## src/rtl/lft_cfg.svh

```systemverilog
/*
  constants for the line/frame timing and standby block: offsets, fields, codes, resets.
  assumes inclusion by bare name from the timing module.
*/
`ifndef LFT_CFG_SVH
`define LFT_CFG_SVH

`define LFT_ADDR_HOST_PORT 8'h00
`define LFT_ADDR_TIMING 8'h04
`define LFT_ADDR_STATUS 8'h08
`define LFT_ADDR_WIDTH 8'h0c

`define LFT_PORT_INSTR_BIT 8
`define LFT_CMD_SYSTEM_SETUP 8'h40
`define LFT_CMD_STANDBY_ENTRY 8'h53
`define LFT_CMD_DISPLAY_ENABLE 8'h59

`define LFT_PIDX_FIRST 4'h0
`define LFT_PIDX_LINE_BYTES 4'h3
`define LFT_PIDX_LINE_LEN 4'h4
`define LFT_PIDX_FRAME_LINES 4'h5
`define LFT_PIDX_WIDTH_LO 4'h6
`define LFT_PIDX_WIDTH_HI 4'h7
`define LFT_P1_DUAL_BIT 3
`define LFT_DISPLAY_ENABLE_CMD_BIT 0

`define LFT_RST_LINE_LEN 8'h00
`define LFT_RST_FRAME_LINES 8'h00
`define LFT_RST_LINE_BYTES 8'h00
`define LFT_RST_WIDTH 16'h0000

`define LFT_BYTE_CYCLES 4

`define LFT_RESP_OKAY 2'b00
`define LFT_RESP_SLVERR 2'b10

`endif

```

## src/rtl/lft_pkg.sv

```systemverilog
/*
  types for the line/frame timing and standby block.
  assumes lft_cfg.svh is on the include path.
*/
`default_nettype none
package lft_pkg;
  typedef enum logic [2:0] {
    LFT_ST_RUN = 3'b001,
    LFT_ST_BLANK = 3'b010,
    LFT_ST_SLEEP = 3'b100
  } lft_state_t;

  typedef struct packed {
    logic [15:0] mem_addr;
    logic line_start;
    logic frame_start;
    logic blank_data;
  } lft_scan_t;
endpackage
`default_nettype wire

```

## src/rtl/lft_timing.sv

```systemverilog
/*
  line and frame timing with standby entry and wake, behind an axi4-lite register slave.
  assumes a single clock sys_clk, async active-high sys_rst, and a master that keeps
  axi4-lite valid/ready rules; command and parameter bytes arrive through the host port.
*/
// Overview of operation
// RULE_01 - line lasts total_line_length plus one bytes
// RULE_02 - host keeps line length above active bytes+4
// RULE_03 - host picks line length from oscillator rate
// RULE_04 - frame has frame_line_count plus one lines
// RULE_05 - dual screen needs odd frame line count
// RULE_06 - virtual width low byte is least significant
// RULE_07 - standby entry command has no parameters
// RULE_08 - after blank frame, halt oscillator, sleep
// RULE_09 - standby blanks columns, lowers row driver disable
// RULE_10 - row disable low one to two frames later
// RULE_11 - registers unchanged while sleeping
// RULE_12 - memory control outputs hold during sleep
// RULE_13 - setup command plus first byte wakes device
// RULE_14 - host then sends display enable command
// RULE_15 - host bus lines released while sleeping
// RULE_16 - host keeps active line bytes within 0..239
// RULE_17 - standby entry is instruction byte 0x53
`default_nettype none
`include "lft_cfg.svh"
module lft_timing #(
  parameter int BYTE_CYCLES = `LFT_BYTE_CYCLES
) (
  input wire logic sys_clk,
  input wire logic sys_rst,
  input wire logic sys_ce,
  input wire logic [7:0] s_axi_awaddr,
  input wire logic s_axi_awvalid,
  output logic s_axi_awready,
  input wire logic [31:0] s_axi_wdata,
  input wire logic [3:0] s_axi_wstrb,
  input wire logic s_axi_wvalid,
  output logic s_axi_wready,
  output logic [1:0] s_axi_bresp,
  output logic s_axi_bvalid,
  input wire logic s_axi_bready,
  input wire logic [7:0] s_axi_araddr,
  input wire logic s_axi_arvalid,
  output logic s_axi_arready,
  output logic [31:0] s_axi_rdata,
  output logic [1:0] s_axi_rresp,
  output logic s_axi_rvalid,
  input wire logic s_axi_rready,
  output lft_pkg::lft_scan_t scan,
  output logic row_driver_disable,
  output logic osc_run,
  output logic host_bus_oe
);

  function automatic logic mapped(input logic [7:0] a);
    mapped = (a == `LFT_ADDR_HOST_PORT) || (a == `LFT_ADDR_TIMING) ||
             (a == `LFT_ADDR_STATUS) || (a == `LFT_ADDR_WIDTH);
  endfunction

  lft_pkg::lft_state_t state;
  logic [7:0] total_line_length;
  logic [7:0] frame_line_count;
  logic [7:0] active_line_bytes;
  logic [15:0] virtual_screen_width;
  logic dual_screen_select;
  logic display_on;
  logic [7:0] last_byte;
  logic [7:0] cmd_q;
  logic [3:0] pidx;
  logic [7:0] col;
  logic [7:0] line;
  logic [$clog2(BYTE_CYCLES+1)-1:0] div;
  logic byte_tick;
  logic line_end;
  logic frame_end;
  logic blank_frames;
  logic [15:0] line_base;

  // axi write channel holding
  logic aw_held;
  logic w_held;
  logic [7:0] aw_addr;
  logic [31:0] w_data;
  logic [3:0] w_strb;
  logic wr_fire;
  logic host_wr;
  logic host_instr;
  logic [7:0] host_byte;

  assign s_axi_awready = !aw_held && !s_axi_bvalid;
  assign s_axi_wready = !w_held && !s_axi_bvalid;
  assign wr_fire = aw_held && w_held && !s_axi_bvalid;
  assign host_wr = wr_fire && (aw_addr == `LFT_ADDR_HOST_PORT) && w_strb[0];
  assign host_instr = w_data[`LFT_PORT_INSTR_BIT] && w_strb[1];
  assign host_byte = w_data[7:0];

  always_ff @(posedge sys_clk or posedge sys_rst) begin
    if (sys_rst) begin
      aw_held <= 1'b0;
      w_held <= 1'b0;
      aw_addr <= 8'h00;
      w_data <= 32'h0000_0000;
      w_strb <= 4'h0;
      s_axi_bvalid <= 1'b0;
      s_axi_bresp <= `LFT_RESP_OKAY;
    end else if (sys_ce) begin
      if (s_axi_awvalid && s_axi_awready) begin
        aw_held <= 1'b1;
        aw_addr <= s_axi_awaddr;
      end
      if (s_axi_wvalid && s_axi_wready) begin
        w_held <= 1'b1;
        w_data <= s_axi_wdata;
        w_strb <= s_axi_wstrb;
      end
      if (wr_fire) begin
        aw_held <= 1'b0;
        w_held <= 1'b0;
        s_axi_bvalid <= 1'b1;
        s_axi_bresp <= mapped(aw_addr) ? `LFT_RESP_OKAY : `LFT_RESP_SLVERR;
      end else if (s_axi_bvalid && s_axi_bready) begin
        s_axi_bvalid <= 1'b0;
      end
    end
  end

  // axi read channel
  assign s_axi_arready = !s_axi_rvalid;

  always_ff @(posedge sys_clk or posedge sys_rst) begin
    if (sys_rst) begin
      s_axi_rvalid <= 1'b0;
      s_axi_rdata <= 32'h0000_0000;
      s_axi_rresp <= `LFT_RESP_OKAY;
    end else if (sys_ce) begin
      if (s_axi_arvalid && s_axi_arready) begin
        s_axi_rvalid <= 1'b1;
        s_axi_rresp <= mapped(s_axi_araddr) ? `LFT_RESP_OKAY : `LFT_RESP_SLVERR;
        case (s_axi_araddr)
          `LFT_ADDR_HOST_PORT: s_axi_rdata <= {24'h00_0000, last_byte};
          `LFT_ADDR_TIMING: begin
            s_axi_rdata <= {7'h00, dual_screen_select, active_line_bytes,
                            frame_line_count, total_line_length};
          end
          `LFT_ADDR_STATUS: begin
            s_axi_rdata <= {8'h00, col, line, 3'h0, display_on, scan.blank_data,
                            row_driver_disable, osc_run, state == lft_pkg::LFT_ST_SLEEP};
          end
          `LFT_ADDR_WIDTH: s_axi_rdata <= {16'h0000, virtual_screen_width};
          default: s_axi_rdata <= 32'h0000_0000;
        endcase
      end else if (s_axi_rvalid && s_axi_rready) begin
        s_axi_rvalid <= 1'b0;
      end
    end
  end

  // command decode and parameter capture
  always_ff @(posedge sys_clk or posedge sys_rst) begin
    if (sys_rst) begin
      cmd_q <= 8'h00;
      pidx <= 4'h0;
      last_byte <= 8'h00;
      total_line_length <= `LFT_RST_LINE_LEN;
      frame_line_count <= `LFT_RST_FRAME_LINES;
      active_line_bytes <= `LFT_RST_LINE_BYTES;
      virtual_screen_width <= `LFT_RST_WIDTH;
      dual_screen_select <= 1'b0;
      display_on <= 1'b0;
    end else if (sys_ce && host_wr) begin
      last_byte <= host_byte;
      if (host_instr) begin
        cmd_q <= host_byte;
        pidx <= 4'h0;
        if (host_byte == `LFT_CMD_STANDBY_ENTRY && state == lft_pkg::LFT_ST_RUN) begin // RULE_07
          display_on <= 1'b0;
        end
      end else begin
        if (pidx != 4'hf) begin
          pidx <= pidx + 4'h1;
        end
        if (state == lft_pkg::LFT_ST_RUN) begin // RULE_11
          if (cmd_q == `LFT_CMD_SYSTEM_SETUP) begin
            case (pidx)
              `LFT_PIDX_FIRST: dual_screen_select <= host_byte[`LFT_P1_DUAL_BIT];
              `LFT_PIDX_LINE_BYTES: active_line_bytes <= host_byte;
              `LFT_PIDX_LINE_LEN: total_line_length <= host_byte; // RULE_01
              `LFT_PIDX_FRAME_LINES: frame_line_count <= host_byte; // RULE_04
              `LFT_PIDX_WIDTH_LO: virtual_screen_width[7:0] <= host_byte; // RULE_06
              `LFT_PIDX_WIDTH_HI: virtual_screen_width[15:8] <= host_byte; // RULE_06
              default: ;
            endcase
          end else if (cmd_q == `LFT_CMD_DISPLAY_ENABLE && pidx == `LFT_PIDX_FIRST) begin
            display_on <= host_byte[`LFT_DISPLAY_ENABLE_CMD_BIT];
          end
        end
      end
    end
  end

  // standby sequencer
  always_ff @(posedge sys_clk or posedge sys_rst) begin
    if (sys_rst) begin
      state <= lft_pkg::LFT_ST_RUN;
      blank_frames <= 1'b0;
      row_driver_disable <= 1'b1;
    end else if (sys_ce) begin
      case (state)
        lft_pkg::LFT_ST_RUN: begin
          if (host_wr && host_instr && host_byte == `LFT_CMD_STANDBY_ENTRY) begin // RULE_17
            state <= lft_pkg::LFT_ST_BLANK; // RULE_09
            blank_frames <= 1'b0;
          end
        end
        lft_pkg::LFT_ST_BLANK: begin
          if (frame_end) begin
            blank_frames <= 1'b1;
            if (blank_frames) begin
              row_driver_disable <= 1'b0; // RULE_10
              state <= lft_pkg::LFT_ST_SLEEP; // RULE_08
            end
          end
        end
        lft_pkg::LFT_ST_SLEEP: begin
          if (host_wr && !host_instr && cmd_q == `LFT_CMD_SYSTEM_SETUP &&
              pidx == `LFT_PIDX_FIRST) begin // RULE_13
            state <= lft_pkg::LFT_ST_RUN;
            row_driver_disable <= 1'b1;
          end
        end
        default: state <= lft_pkg::LFT_ST_RUN;
      endcase
    end
  end

  assign osc_run = (state != lft_pkg::LFT_ST_SLEEP); // RULE_08
  assign host_bus_oe = (state != lft_pkg::LFT_ST_SLEEP); // RULE_15

  // byte period from the internal oscillator
  always_ff @(posedge sys_clk or posedge sys_rst) begin
    if (sys_rst) begin
      div <= '0;
    end else if (sys_ce && osc_run) begin
      if (byte_tick) begin
        div <= '0;
      end else begin
        div <= div + 1'b1;
      end
    end
  end

  assign byte_tick = osc_run && (div == ($clog2(BYTE_CYCLES+1))'(BYTE_CYCLES - 1));
  assign line_end = byte_tick && (col >= total_line_length);
  assign frame_end = line_end && (line >= frame_line_count);

  // column and line counters
  always_ff @(posedge sys_clk or posedge sys_rst) begin
    if (sys_rst) begin
      col <= 8'h00;
      line <= 8'h00;
      line_base <= 16'h0000;
    end else if (sys_ce && byte_tick) begin
      if (line_end) begin
        col <= 8'h00; // RULE_01
        if (frame_end) begin
          line <= 8'h00; // RULE_04
          line_base <= 16'h0000;
        end else begin
          line <= line + 8'h01;
          line_base <= line_base + virtual_screen_width; // RULE_06
        end
      end else begin
        col <= col + 8'h01;
      end
    end
  end

  // scan outputs, frozen with the oscillator during sleep
  always_ff @(posedge sys_clk or posedge sys_rst) begin
    if (sys_rst) begin
      scan <= '0;
    end else if (sys_ce && osc_run) begin // RULE_12
      scan.mem_addr <= line_base + {8'h00, col};
      scan.line_start <= byte_tick && col == 8'h00;
      scan.frame_start <= byte_tick && col == 8'h00 && line == 8'h00;
      scan.blank_data <= (state != lft_pkg::LFT_ST_RUN) || !display_on ||
                         (col > active_line_bytes); // RULE_09
    end
  end

endmodule // lft_timing
`default_nettype wire

```

## config.mk

```make
export PLATFORM = sky130hd
export DESIGN_NAME = lft_timing
export DESIGN_NICKNAME = d
export VERILOG_FILES = /design/src/rtl/lft_pkg.sv /design/src/rtl/lft_timing.sv
export VERILOG_INCLUDE_DIRS = /design/src /design/src/rtl
export SDC_FILE = /design/constraint.sdc
export NUM_CORES = 1
export LEC_CHECK = 0
export BUFFER_PORTS_ARGS = -buffer_cell sky130_fd_sc_hd__buf_2
export CORE_ASPECT_RATIO = 0.6
export CORE_MARGIN = 2
export CORE_UTILIZATION = 60
export CTS_CLUSTER_SIZE = 12
export DETAILED_ROUTE_END_ITERATION = 8
export PLACE_DENSITY_LB_ADDON = 0.12
export SLEW_MARGIN = 20
export SYNTH_ARGS = -nofsm -noshare
export SYNTH_HDL_FRONTEND = slang
export SYNTH_SLANG_ARGS = --single-unit
export TNS_END_PERCENT = 50
```

## constraint.sdc

```tcl
create_clock -name sys_clk -period 7.5 [get_ports sys_clk]
set_input_delay 0.75 -clock sys_clk [delete_from_list [all_inputs] [get_ports sys_clk]]
set_output_delay 0.75 -clock sys_clk [all_outputs]
set_load 0.02 [all_outputs]
```

# After elaboration in Yosys (flattened, before gate mapping)
# Index checks and enable logic that the tools add are counted.
# W data, S select, Z words.
# classes
magnitude_cmp	3
n_eq_ne	27
muxes	34
add_sub_neg	6
bitwise	1
n_reduce_logical	76
# op_table
cell	n
$pmux W25 S4	1
$reduce_and A5 Y1	9
$eq A8 B4 Y1 const B	4
$logic_not A8 Y1	4
$logic_and A1 B1 Y1	27
$eq A8 B7 Y1 const B	3
$reduce_and A2 Y1	11
$mux W1	18
$reduce_bool A2 Y1	9
$add A16 B16 Y16	1
$add A16 B8 Y16	1
$add A8 B1 Y8 const B	2
$eq A4 B3 Y1 const B	4
$eq A8 B3 Y1 const B	2
$ge A8 B8 Y1	2
$mux W16	1
$mux W8	2
$mux W3	5
$pmux W3 S3	1
$gt A8 B8 Y1	1
$logic_or A1 B1 Y1	8
$mux W4	2
$eq A3 B2 Y1 const B	2
$logic_not A1 Y1	6
other kinds (15)	21
# word_totals
regBits	180
input_bits	60
output_inout_bits	63
elab_cells	178

# Logic depth before layout (Yosys ltp)
# logic_depth
depth_word	9
depth_mapped	9
mapped_depth_nobuf	9

# Worst setup path before layout
# OpenSTA, ideal clock, no wires.
# synth_timing
path_type	register -> register
from	register col[0]
to	register line_base[12]
t_arrival_ns	2.210
n_path_buf	1
setup_time_ns	0.110
stages_incl_launch_ff	10
path_slack_ns	5.180
t_required_ns	7.390
synth_period_minus_slack_ns	2.320
path_cell_list	dfrtp_1 inv_1 ha_1 nand2b_1 a2111oi_0 o31ai_1 nand2_1 clkbuf_1 nand2_1 o41ai_1
# synth_between
elab_chain_len	4
word_cells_on_any_way	5
classes_between	1 x order compare; 1 x mux; 3 x reduce/logical
# synth_rtl
item	line	text
start, declared	lft_timing.sv:70	logic [7:0] col;
start signal, assigned	lft_timing.sv:273	col <= col + 8'h01;
$ge A8 B8 Y1 (*)	lft_timing.sv:253	assign line_end = byte_tick && (col >= total_line_length);
$logic_and A1 B1 Y1 (*)	lft_timing.sv:253	
$logic_and A1 B1 Y1	lft_timing.sv:254	assign frame_end = line_end && (line >= frame_line_count);
$mux W16	lft_timing.sv:265	if (frame_end) begin
end signal, assigned	lft_timing.sv:270	line_base <= line_base + virtual_screen_width;
end, declared	lft_timing.sv:77	logic [15:0] line_base;
# Mark *: on every way between the ends. The rest lies on a longest branch, timed or not.
# A chain may end at the register's enable or synchronous reset.

# Worst setup path after layout
# layout_timing
from	register col[0]
to	register line_base[7]
# The elaborated chain is that of the path after synthesis.

==> impl_metrics.json <==
{
  "yosysMostFrequentCell": "dfrtp_1",
  "synth_top_area_share_pct": 45.24,
  "route.detailed.drc": 0,
  "cp-start-kind": "register",
  "cp_data_arrival_time_ns": 3.90,
  "period_share_pct": 47.56,
  "slowest_delay_ns": 0.75,
  "die-area_mm2": 0.01663,
  "post_cts_buffers": 0,
  "yosysSeqAreaShare_pct": 45.80,
  "rows": 35,
  "slew_viol_final": 0,
  "num_io_pins": 123,
  "routedWlPerCell_um": 18.93,
  "path_max_fanout": 27,
  "yosys_warnings": 0,
  "initial_core_util_pct": 61.16,
  "multi_input_area_mm2": 0.004727,
  "synthArstFlopShare_pct": 100.0,
  "dr.pass1.iters": 5,
  "finalSetupTns_ns": 0,
  "synth.top_cells.by_area": "dfrtp_1, mux2_2, ha_1",
  "relSlewSlack_pct": 38.48,
  "ant_nets": 0,
  "diodes": 0,
  "dr.first_iter.drc_count": 561,
  "gr-total-overflow": 0,
  "fin_cells": 1195,
  "p_leak_nw": 5.091,
  "cap_violations": 0,
  "hold_path.class": "input port to asynchronous set/reset pin",
  "clock_sinks": 171,
  "cts_buffers": 17,
  "core_mm2": 0.01528,
  "postCtsResizedCells": 0,
  "nNetsFinal": 1097,
  "path_clk_slew_ns": 0.07,
  "path_delay_family": "simple AND/OR/NAND/NOR gates",
  "synth_cell_types": 71,
  "routed_via_density": 6.100,
  "hold_violations": 0,
  "area_growth_pct": 12.17,
  "ir_drop_mv": 0.2295,
  "cts_max_level": 4,
  "grt_max_degree": 69,
  "tritoncts": "yes",
  "port-buffer-count": 88,
  "gp_congestion": 0.8891,
  "required_ns": 7.83,
  "fin_skew_ns": 0.01413,
  "period_minus_slack_ns": 3.567,
  "rsz0062_at_grt": "no",
  "regArea_mm2": 0.004282,
  "clock_latency_ns": 0.43,
  "dp_hpwl_mm": 16.27,
  "cts_hold_buffers": 0,
  "crit_path_top_delay_cell": "nand2_1",
  "grtUsageTotal_pct": 28.79,
  "grt_pass1_wl_mm": 36.43,
  "status": "finished, final reports clean",
  "placed_cells": 1163,
  "ys_ff_latch": 171,
  "final-setup-viol-count": 0,
  "layout-drive-gt1-share_pct": 23.29,
  "antenna_found_initial": 0,
  "die_w_um": 165.1,
  "power_density_mw_per_mm2": 243.3,
  "path_cells": "inv_1 > ha_1 > nand2b_1 > a2111oi_0 > o31ai_1 > nand2_1 > or2_2 > o31ai_1",
  "synthTopCellsByCount": "dfrtp_1, nand2_1, mux2_2",
  "clock.fmax_ghz": 0.2803,
  "cp.buffers_inverters": 1,
  "path_class": "register to register",
  "drt-total-wl_mm": 22.62,
  "synth_area_mm2": 0.009348,
  "crit_top_cell": "o31ai_1",
  "fin_hold_ws_ns": 0.3967,
  "fillCellCount": 1187,
  "synth.largest_area_cell": "dfrtp_1",
  "avgSynthCellArea_um2": 10.39,
  "synthCells": 900,
  "cp-end-kind": "register",
  "vias": 7290,
  "synth_ff_type": "dfrtp_1",
  "clk_path_buf_depth": 2,
  "grt_pass1_vias": 6701,
  "cts_root_buffer": "clkbuf_16",
  "worstMarginPinSlew_ns": 0.9132,
  "fp.dieH_um": 100.7,
  "synth-edff-count": 0
}
## worst paths after layout
kind	startpoint	to	slack, ns	cells past startpoint
setup / recovery	col[0]	line_base[7]	3.93	8
hold / removal	sys_rst	s_axi_rvalid	0.40	2
setup reg to reg	col[0]	line_base[7]	3.93	8
hold reg to reg	s_axi_rdata[23]	s_axi_rdata[23]	0.48	2
max in group asynchronous	sys_rst	total_line_length[1]	5.91	3
min in group sys_clk	s_axi_rdata[23]	s_axi_rdata[23]	0.48	2
## routing by layer
metal	GRT usage (%)	part of all wire, %	up-vias
met1	45.46	50	3569
met4	7.358	1.1	0
met2	39.81	41	279
met5	0	0	-
li1	-	-	3420
met3	6.499	8.3	22
## power breakdown
group | leakage [nW] | total, W | internal (W) | switching [W]
combinational | 2.53 | 0.000498 | 0.000198 | 0.000300
clock | 0.267 | 0.000849 | 0.000439 | 0.000410
sequential | 2.30 | 0.00120 | 0.00103 | 0.000176
## metrics by stage
step	area [um^2]	worst slack, ns	total power (W)	util, %
floorplan	9378	2.122	0.001499	-
global placement	9926	4.041	0.001687	64.94
detailed placement	9926	4.032	0.001703	64.94
CTS	10490	4.005	0.002548	68.60
global route	10490	3.624	0.002669	68.60
finish	10490	3.933	0.002551	68.60
## cells in the final DEF, fill, tap and decap left out, types with 17 or more instances in the layout
cell       synthesis  final
nand2_1          106    106
nor2_1            29     29
ha_1              56     56
o21ai_0           74     74
buf_2              6     88
a21oi_1           27     27
dfrtp_1          169    169
o31ai_1           18     18
nand3_1           18     18
a22oi_1           20     20
mux2_2            77     77
inv_1             44     43
clkbuf_16          0     17
## state kept, by name (all words and copies together), names as in the netlist, 3 cells and up
signal,cells
state,3
active_line_bytes,8
col,8
scan,19
pidx,4
frame_line_count,8
line_base,16
div,3
s_axi_rdata,25
aw_addr,8
virtual_screen_width,16
total_line_length,8
w_data,9
line,8
cmd_q,8
last_byte,8
## worst register-to-register path, cell delays in order (launching register included)
cell       delay [ns]
dfrtp_1          0.49
inv_1            0.17
ha_1             0.29
nand2b_1         0.10
a2111oi_0        0.12
o31ai_1          0.70
nand2_1          0.75
or2_2            0.60
o31ai_1          0.25
## cells by family after synthesis
family,Yosys count,share of synthesized area [%]
compound gates,209,14.40
xor+xnor,17,1.593
fa+ha+maj,58,7.924
buf+inv,87,4.016
flops,171,45.80
mux,87,11.03
other cells,1,0.04012
simple gates,270,15.19
## layout make-up
cell class / count / share of cell area (%)
multi-input combinational: 650 / 45.08
sequential: 171 / 40.84
timing repair buffer: 95 / 4.702
clock buffer: 18 / 4.093
tap: 203 / 2.422
inverter: 44 / 1.623
clock inverter: 14 / 1.241
Note: power is estimated with default switching activity, not from simulation.
